`src/rtl/tasr_consts.svh`:
```
`ifndef TASR_CONSTS_SVH
`define TASR_CONSTS_SVH

// ============================================================
// Register offsets (byte addresses).
`define TASR_OFS_STATUS 8'h3c
`define TASR_OFS_SCLR 8'h40
`define TASR_OFS_IESET 8'h44
`define TASR_OFS_IECLR 8'h48
`define TASR_OFS_IMASK 8'h4c
`define TASR_OFS_LAUNCH 8'h50
`define TASR_OFS_COUNT 8'h54
`define TASR_OFS_BURST 8'h58
`define TASR_OFS_CTRL 8'h74
`define TASR_OFS_PAIRS 8'h78
`define TASR_OFS_MTX 8'h7c

// ============================================================
// Status bit positions.
`define TASR_B_DONE 9
`define TASR_B_READY 8
`define TASR_B_BLREQ 4
`define TASR_B_ACTIVE 3
`define TASR_B_CHANGE 2
`define TASR_B_CAL 1
`define TASR_B_EN 0

// ============================================================
// Masks, launch codes and reset values.
`define TASR_IRQ_BITS 32'h0000_0306
`define TASR_SEL_A 2'h0
`define TASR_SEL_B 2'h1
`define TASR_SEL_MTX 2'h2
`define TASR_SEL_BAD 2'h3
`define TASR_RST_WORD 32'h0000_0000
`define TASR_BURSTS_PER_WORD 4

`endif

```
`src/rtl/tasr_pkg.sv`:
```
package tasr_pkg;

    // ============================================================
    // Sequencer states.
    typedef enum logic [2:0] {
        TASR_IDLE,
        TASR_XWAIT,
        TASR_MEAS,
        TASR_HOLD
    } tasr_state_e;

    // Register port request.
    typedef struct packed {
        logic wr;
        logic rd;
        logic [7:0] addr;
        logic [31:0] wdata;
    } tasr_bus_s;

    // Measurement request to the analogue front end.
    typedef struct packed {
        logic start;
        logic matrix;
        logic [7:0] x;
        logic [7:0] y;
    } tasr_mreq_s;

    // Measurement answer from the analogue front end.
    typedef struct packed {
        logic done;
        logic [15:0] count;
    } tasr_mres_s;

    // Autonomous sensor levels and change pulse.
    typedef struct packed {
        logic active;
        logic calibrating;
        logic change;
    } tasr_auto_s;

    // Whole state of the block.
    typedef struct packed {
        tasr_state_e st;
        logic en;
        logic [7:0] div;
        logic [11:0] interval;
        logic [15:0] pairs;
        logic [15:0] mtx;
        logic [31:0] imask;
        logic done;
        logic ready;
        logic change;
        logic cal;
        logic [1:0] sel;
        logic [1:0] grp;
        logic [31:0] result;
        logic [2:0] cx;
        logic [2:0] cy;
        logic [2:0] bl_left;
        logic [7:0] psc;
        logic [11:0] gap;
        logic [31:0] rdata;
    } tasr_state_s;

endpackage

```
`src/rtl/tasr_readout.sv`:
```
// Our own choice: the address-and-strobe port.
`timescale 1ns/100ps
`include "tasr_consts.svh"

// Functional notes
// Matrix X line starts are spaced by the sync interval in prescaled ticks.
// Status bit 9 is zero during acquisition, one once complete.
// Status bit 8 is set while a count result waits to be read.
// Status bit 4 shows a matrix X line is waiting for burst lengths.
// Status bit 3 mirrors the autonomous sensor active level.
// Status bit 2 is a sticky flag on autonomous sensor status change.
// Status bit 1 is one while the autonomous sensor calibrates.
// Status bit 0 shows whether the whole module is enabled.
// Status-clear ones clear bits 9, 8, 2, 1 and their interrupt requests.
// Interrupt-enable ones set matching mask bits; zeros do nothing.
// Interrupt-disable ones clear matching mask bits; zeros do nothing.
// Interrupt mask resets to zero; one enables the matching interrupt.
// A launch write starts group A, group B or matrix per type field.
// Reading the launch register returns the last written type.
// Count word holds Y in 31:24, index in 23:16, count in 15:0.
// Index is the sensor pair for self results, X line for matrix.
// Self results have Y zero and rising pair indices.
// Matrix results step Y within fixed X, then move to next X.
// Software writes burst lengths for each X line before it is acquired.
// Interrupt output is high while any masked-in flag is set.
// Reading the count register advances; ready drops when none remain. Here every count read clears ready; the next result sets it again.
module tasr_readout (
    input wire logic clk_i,
    input wire logic srst_i,
    input wire tasr_pkg::tasr_bus_s bus_i,
    output logic [31:0] rdata_o,
    output tasr_pkg::tasr_mreq_s meas_req_o,
    input wire tasr_pkg::tasr_mres_s meas_res_i,
    input wire tasr_pkg::tasr_auto_s auto_i,
    output logic irq_o
);
    import tasr_pkg::*;

    tasr_state_s s;
    tasr_state_s next_s;
    logic [31:0] status;
    logic blreq;
    logic tick;
    logic wr_sclr;
    logic wr_launch;
    logic rd_count;
    logic [3:0] nx;
    logic [3:0] ny;
    logic [3:0] y0;
    logic [3:0] np;
    logic [7:0] grp_mask;
    logic [2:0] bl_need;

    // ============================================================
    // Index search
    // Lowest set mask bit at or above the start index; bit 3 flags a hit.
    function automatic logic [3:0] tasr_next(input logic [7:0] m, input logic [3:0] from);
        logic [3:0] r;
        r = 4'h0;
        for (int i = 7; i >= 0; i--) begin
            if (m[i] && (4'(i) >= from)) begin
                r = {1'b1, 3'(i)};
            end
        end
        return r;
    endfunction

    // ============================================================
    // Decode and derived status
    // Burst words needed per X line: one per four enabled Y lines, rounded up.
    assign blreq = (s.st == TASR_XWAIT) && (s.bl_left != 3'h0);
    assign tick = (s.psc == s.div);
    assign wr_sclr = bus_i.wr && (bus_i.addr == `TASR_OFS_SCLR);
    assign wr_launch = bus_i.wr && (bus_i.addr == `TASR_OFS_LAUNCH);
    assign rd_count = bus_i.rd && (bus_i.addr == `TASR_OFS_COUNT);
    assign grp_mask = (s.grp == `TASR_SEL_B) ? s.pairs[15:8] : s.pairs[7:0];
    assign np = tasr_next(grp_mask, {1'b0, s.cx} + 4'h1);
    assign ny = tasr_next(s.mtx[15:8], {1'b0, s.cy} + 4'h1);
    assign nx = tasr_next(s.mtx[7:0], {1'b0, s.cx} + 4'h1);
    assign y0 = tasr_next(s.mtx[15:8], 4'h0);
    assign bl_need = 3'((4'($countones(s.mtx[15:8])) + 4'h3) >> 2);

    // Status word; bits 7:5 and above 9 read as zero.
    always_comb begin
        status = `TASR_RST_WORD;
        status[`TASR_B_DONE] = s.done;
        status[`TASR_B_READY] = s.ready;
        status[`TASR_B_BLREQ] = blreq;
        status[`TASR_B_ACTIVE] = auto_i.active;
        status[`TASR_B_CHANGE] = s.change;
        status[`TASR_B_CAL] = s.cal;
        status[`TASR_B_EN] = s.en;
    end

    // ============================================================
    // Next-state logic
    // Clears are applied first so that a hardware set in the same cycle wins.
    always_comb begin
        next_s = s;
        next_s.psc = tick ? 8'h00 : s.psc + 8'h01;
        if (tick && (s.gap != 12'h000)) begin
            next_s.gap = s.gap - 12'h001;
        end

        // Register writes.
        if (bus_i.wr) begin
            case (bus_i.addr)
                `TASR_OFS_SCLR: begin
                    if (bus_i.wdata[`TASR_B_DONE]) next_s.done = 1'b0;
                    if (bus_i.wdata[`TASR_B_READY]) next_s.ready = 1'b0;
                    if (bus_i.wdata[`TASR_B_CHANGE]) next_s.change = 1'b0;
                    if (bus_i.wdata[`TASR_B_CAL]) next_s.cal = 1'b0;
                end
                `TASR_OFS_IESET: begin
                    next_s.imask = s.imask | (bus_i.wdata & `TASR_IRQ_BITS);
                end
                `TASR_OFS_IECLR: begin
                    next_s.imask = s.imask & ~bus_i.wdata;
                end
                `TASR_OFS_LAUNCH: begin
                    next_s.sel = bus_i.wdata[1:0];
                end
                `TASR_OFS_BURST: begin
                    if (s.bl_left != 3'h0) begin
                        next_s.bl_left = s.bl_left - 3'h1;
                    end
                end
                `TASR_OFS_CTRL: begin
                    next_s.en = bus_i.wdata[0];
                    next_s.div = bus_i.wdata[15:8];
                    next_s.interval = bus_i.wdata[27:16];
                end
                `TASR_OFS_PAIRS: begin
                    next_s.pairs = bus_i.wdata[15:0];
                end
                `TASR_OFS_MTX: begin
                    next_s.mtx = bus_i.wdata[15:0];
                end
                default: begin
                end
            endcase
        end

        // Reading a result frees the holding word for the next one.
        if (rd_count) begin
            next_s.ready = 1'b0;
        end

        // Autonomous sensor flags.
        if (auto_i.change) begin
            next_s.change = 1'b1;
        end
        if (auto_i.calibrating) begin
            next_s.cal = 1'b1;
        end

        // Acquisition sequencer.
        case (s.st)
            TASR_IDLE: begin
                if (wr_launch && s.en && (bus_i.wdata[1:0] != `TASR_SEL_BAD)) begin
                    next_s.grp = bus_i.wdata[1:0];
                    next_s.done = 1'b0;
                    next_s.ready = 1'b0;
                    next_s.gap = 12'h000;
                    next_s.cy = 3'h0;
                    if (bus_i.wdata[1:0] == `TASR_SEL_MTX) begin
                        next_s.cx = 3'(tasr_next(s.mtx[7:0], 4'h0));
                        next_s.cy = y0[2:0];
                        next_s.bl_left = bl_need;
                        if (!(tasr_next(s.mtx[7:0], 4'h0) >= 4'h8) || !y0[3]) begin
                            next_s.done = 1'b1;
                        end else begin
                            next_s.st = TASR_XWAIT;
                        end
                    end else begin
                        next_s.cx = 3'(tasr_next(bus_i.wdata[0] ? s.pairs[15:8] : s.pairs[7:0],
                                                 4'h0));
                        if (tasr_next(bus_i.wdata[0] ? s.pairs[15:8] : s.pairs[7:0],
                                      4'h0) >= 4'h8) begin
                            next_s.st = TASR_MEAS;
                        end else begin
                            next_s.done = 1'b1;
                        end
                    end
                end
            end
            TASR_XWAIT: begin
                // The line waits for its burst words and for the start spacing.
                if ((s.bl_left == 3'h0) && (s.gap == 12'h000)) begin
                    next_s.st = TASR_MEAS;
                    next_s.gap = s.interval;
                end
            end
            TASR_MEAS: begin
                if (meas_res_i.done) begin
                    next_s.result[31:24] = (s.grp == `TASR_SEL_MTX) ? {5'h00, s.cy} : 8'h00;
                    next_s.result[23:16] = {5'h00, s.cx};
                    next_s.result[15:0] = meas_res_i.count;
                    next_s.ready = 1'b1;
                    next_s.st = TASR_HOLD;
                end
            end
            TASR_HOLD: begin
                // The front end is stalled until software has taken the result.
                if (!s.ready) begin
                    if (s.grp != `TASR_SEL_MTX) begin
                        if (np[3]) begin
                            next_s.cx = np[2:0];
                            next_s.st = TASR_MEAS;
                        end else begin
                            next_s.done = 1'b1;
                            next_s.st = TASR_IDLE;
                        end
                    end else if (ny[3]) begin
                        next_s.cy = ny[2:0];
                        next_s.st = TASR_MEAS;
                    end else if (nx[3]) begin
                        next_s.cx = nx[2:0];
                        next_s.cy = y0[2:0];
                        next_s.bl_left = bl_need;
                        next_s.st = TASR_XWAIT;
                    end else begin
                        next_s.done = 1'b1;
                        next_s.st = TASR_IDLE;
                    end
                end
            end
            default: begin
                next_s.st = TASR_IDLE;
            end
        endcase

        // Disabling the module abandons any acquisition in flight.
        if (!next_s.en) begin
            next_s.st = TASR_IDLE;
            next_s.bl_left = 3'h0;
        end

        // Read data for the cycle after the read strobe.
        next_s.rdata = `TASR_RST_WORD;
        if (bus_i.rd) begin
            case (bus_i.addr)
                `TASR_OFS_STATUS: next_s.rdata = status;
                `TASR_OFS_IMASK: next_s.rdata = s.imask;
                `TASR_OFS_LAUNCH: next_s.rdata = {30'h0000_0000, s.sel};
                `TASR_OFS_COUNT: next_s.rdata = s.result;
                `TASR_OFS_CTRL: next_s.rdata = {4'h0, s.interval, s.div, 7'h00, s.en};
                `TASR_OFS_PAIRS: next_s.rdata = {16'h0000, s.pairs};
                `TASR_OFS_MTX: next_s.rdata = {16'h0000, s.mtx};
                default: next_s.rdata = `TASR_RST_WORD;
            endcase
        end
    end

    // ============================================================
    // State register
    // Synchronous reset brings every field, the mask included, to zero.
    // A clear and a hardware set in one cycle are resolved before this register.
    always_ff @(posedge clk_i) begin
        if (srst_i) begin
            s <= '0;
        end else begin
            s <= next_s;
        end
    end

    // ============================================================
    // Outputs
    // The request strobe is a level for the whole measurement.
    assign rdata_o = s.rdata;
    assign meas_req_o.start = (s.st == TASR_MEAS);
    assign meas_req_o.matrix = (s.grp == `TASR_SEL_MTX);
    assign meas_req_o.x = {5'h00, s.cx};
    assign meas_req_o.y = {5'h00, s.cy};
    assign irq_o = |(status & s.imask & `TASR_IRQ_BITS);
endmodule

```
`config.mk`:
```
export PLATFORM = sky130hd
export DESIGN_NAME = tasr_readout
export DESIGN_NICKNAME = d
export VERILOG_FILES = /design/src/rtl/tasr_pkg.sv /design/src/rtl/tasr_readout.sv
export VERILOG_INCLUDE_DIRS = /design/src /design/src/rtl
export SDC_FILE = /design/constraint.sdc
export NUM_CORES = 1
export LEC_CHECK = 0
export BUFFER_PORTS_ARGS = -buffer_cell sky130_fd_sc_hd__buf_2
export CELL_PAD_IN_SITES_DETAIL_PLACEMENT = 2
export CELL_PAD_IN_SITES_GLOBAL_PLACEMENT = 2
export CORE_MARGIN = 3
export CORE_UTILIZATION = 30
export DETAILED_ROUTE_END_ITERATION = 10
export PLACE_DENSITY_LB_ADDON = 0.1
export SYNTH_ARGS = -nofsm -noshare
export SYNTH_HDL_FRONTEND = slang
export SYNTH_SLANG_ARGS = --single-unit
```
`constraint.sdc`:
```
create_clock -name clk_i -period 3.6 [get_ports clk_i]
set_input_delay 0.18 -clock clk_i [delete_from_list [all_inputs] [get_ports clk_i]]
set_output_delay 0.18 -clock clk_i [all_outputs]
set_load 0.03 [all_outputs]
```
==> out/qor.yml <==
outcome:
  status: "finished clean"
cells_and_area:
  area.sequential_sq_mm: 0.00356
  antenna-diode-count: 0
  total_number_of_nets_in_the_final_design: 1263
  finalNonFillerCells: 1575
  final_common_cell: "dfxtp_1"
  final.fill_count: 3315
  final_cell_mix: "dfxtp_1, nand2_1, a21oi_1"
  area_occupied_by_multi_input_gates_sq_mm: 0.00466
  area_growth_pct: 17.4
  final_design_area_no_fill_sq_mm: 0.0105
  layout-drive-gt1-share_pct: 15.4
global_routing:
  grt_start_max_net_pins: 66
  grt.total_usage_pct: 21.9
  overflow: 0
  global_route_wire_length_before_repair_mm: 53.5
  grt_antenna_before_repair: 0
  via_count_of_the_first_global_routing_pass: 8998
routing:
  via_per_inst: 5.32
  drt_wirelength_mm: 34.8
  initialDrtViolationCount: 584
  drt_pass1_iterations: 5
  drc_errors: 0
  vias: 8376
  route.detailed.wl_per_inst_microns: 22.1
  ant_nets: 0
critical_path:
  crit_fanout: 7
  r2r_end: "s[53]"
  r2r_start: "s[143]"
  worst-path-stages: 11
  r2r_setup_slack_ps: 660
  crit_slowest_cell: "fa_1"
  critPathRequiredTime_ps: 3920
  worst_ep_arrival_time_ps: 3260
  criticalPathCategory: "flop to flop"
  largest_incremental_delay_on_the_critical_path_ps: 490
  crit_path_start_kind: "flop"
  worstSetupEndpointType: "flop"
  cell_by_cell_trace_of_the_critical_path: "inv_1 -> ha_1 -> fa_1 -> fa_1 -> inv_1 -> ha_1 -> a21o_1 -> a21oi_1 -> nor2_1 -> a21oi_1 -> o22ai_1"
  rr_worst_depth: 11
  critPathTopFamily: "adder cells"
  cp.buffers_inverters: 2
  endpoint: "s[53]"
  startpoint: "s[143]"
floorplan:
  boundaryPins: 115
  dieWidth_microns: 179
  die_area_sq_mm: 0.0319
  cell_row_count: 62
  initial_core_util_pct: 30.8
  die-height_microns: 179
  core-area_sq_mm: 0.0290
clocking:
  cts-htree-levels: 4
  ctsRootBufferMaster: "clkbuf_16"
  insertion_delay_ps: 440
  cts_tree: "yes"
  setup_buffers_after_cts: 0
  cts_buffers: 17
  clkSlewWorstSetupHoldPaths_ps: 80
  numClockSinks: 178
  clk_path_buf_depth: 2
sta:
  final_period_minus_worst_setup_slack_ps: 2940
  rsz0062_at_grt: "no"
  hold_viol: 0
  clock_skew_ps: 13.4
  timing.final.crit_share_pct: 81.7
  fin_setup_tns_ps: 0
  setup_viol: 0
  fmax_mhz: 340
  timing_max_transition_violations_final: 0
  tightestPinTransition_ps: 1080
  timing.max_slew.rel_slack_pct: 27.9
  hold-worst-slack_ps: 14.4
synth:
  synth.yosys.warnings: 0
  post_synth_inst_count: 1099
  postSynthAreaPerCell_sq_um: 8.14
  ys.flop_type: "dfxtp_1"
  netlist.area_leader.share_pct: 39.8
  synth-adder-area-share_pct: 3.11
  synth_simple_gate_area_share_pct: 23.1
  netlist_area_sq_mm: 0.00894
  fraction_of_synthesized_cell_area_in_xor_and_xnor_cells_pct: 3.02
  synthDominantAreaCellType: "dfxtp_1"
  unique_masters_post_synth: 77
  synth_async_sr_flop_share_pct: 0
  combinational_family_with_the_most_area_after_synthesis: "simple AND/OR/NAND/NOR gates"
  compound_gate_fraction_of_synth_area_pct: 21.4
  seq_area_frac_synth_pct: 39.8
  post_synth_mux_area_share_pct: 1.01
  synth_enable_flop_cells: 0
  post_synth_main_area_contributors: "dfxtp_1, a21oi_1, nand2_1"
  postSynthRegisterBits: 178
placement:
  place_congestion: 0.827
  port_buffers: 104
  hpwl_mm: 24.9
  placed_instance_count: 1505
  dpl_cell_area_sq_mm: 0.00950
power:
  power.density_mw_per_mm2: 435
  ir_worst_vdd_v: 0.000260
  static-leakage-power_nw: 3.87
hold_path:
  hold_class: "input port to flop"
flow_run:
  max_cap_viol_count: 0
==> power by group <==
| part | internal (W) | total (W) | switching (W) |
|---|---|---|---|
| Sequential | 0.00202 | 0.00207 | 0.0000482 |
| Clock | 0.000969 | 0.00197 | 0.000997 |
| Combinational | 0.000234 | 0.000541 | 0.000307 |
==> cell families (layout without fill, tap and decap cells) <==
kind of cell	count (synthesis)	in the layout
buffers and inverters	144	227
DFF	178	178
adders and majority gates	21	21
xor gates and xnor gates	30	30
muxes	9	9
and+or+nand+nor	418	418
other	1	10
AOI/OAI and AO/OA	298	298
==> synthesized netlist by cell type (all sizes together), types with 2 or more instances <==
master and number:
nor4 14, nand4b 4, o2bb2ai 2, o21ai 30, a21oi 147, dfxtp 178, nand3 50, and2 7
a2bb2oi 3, nor3b 2, or3 7, nand2 154, buf 60, nor2 68, a211oi 12, nor3 18
or2 7, a31oi 12, nand3b 3, mux2i 9, o21bai 3, nand4 5, nand2b 38, a221oi 4
a22oi 38, o311ai 3, o221ai 2, a222oi 15, clkbuf 50, inv 34, ha 19, fa 2
o21a 2, o22ai 6, xnor2 12, a21o 3, a21boi 2, or3b 4, xor2 18, nor2b 15
o32ai 3, o211ai 2, o31ai 2, and3 15
==> worst min-delay path by stage <==
stage,startpoint,end,cells after the start
final,meas_res_i[11],s[72],3
after global placement,bus_i[28],flop,2
after detailed placement,bus_i[29],flop,2
after global routing,bus_i[4],flop,2
after CTS,meas_res_i[11],s[72],3
after floorplan,bus_i[13],flop,1
==> layout make-up <==
cell class / instances / share of cell area [%]
Multi-Input combinational cell: 786 / 44.4
Sequential cell: 178 / 33.9
Timing Repair Buffer: 161 / 9.96
Tap cell: 384 / 4.57
Clock buffer: 18 / 4.18
Clock inverter: 14 / 1.74
Inverter: 34 / 1.22
==> what timing repair did <==
| item | 4_1_cts | 5_1_grt |
|---|---|---|
| resized for setup | 0 | 0 |
| endpoints found under the setup margin | 0 | 0 |
| hold buffers | 38 | 0 |
| hold endpoints to repair | 48 | 0 |
==> worst reg2reg max path, cell delays in order, from the launching register on <==
cell     delay [ps]
dfxtp_1         480
inv_1           110
ha_1            290
fa_1            450
fa_1            490
inv_1            40
ha_1            270
a21o_1          180
a21oi_1         230
nor2_1           70
a21oi_1         120
o22ai_1          90
==> through the flow <==
step                      power (W)  utilization (%)  setup slack [ps]
after floorplan             0.00247                -               932
after global placement      0.00260             32.7               761
after CTS                   0.00463             36.2               646
after global routing        0.00478             36.2               481
final                       0.00457             36.2               657
after detailed placement    0.00262             32.7               662
==> metal layers <==
metal  track usage (%)  part of all wire (%)
met2              37.3                    48
met4              4.87                   1.2
met3              1.95                   2.8
met5                 0                     0
met1              30.1                    48
No activity file was read; power rests on OpenSTA's default activity.
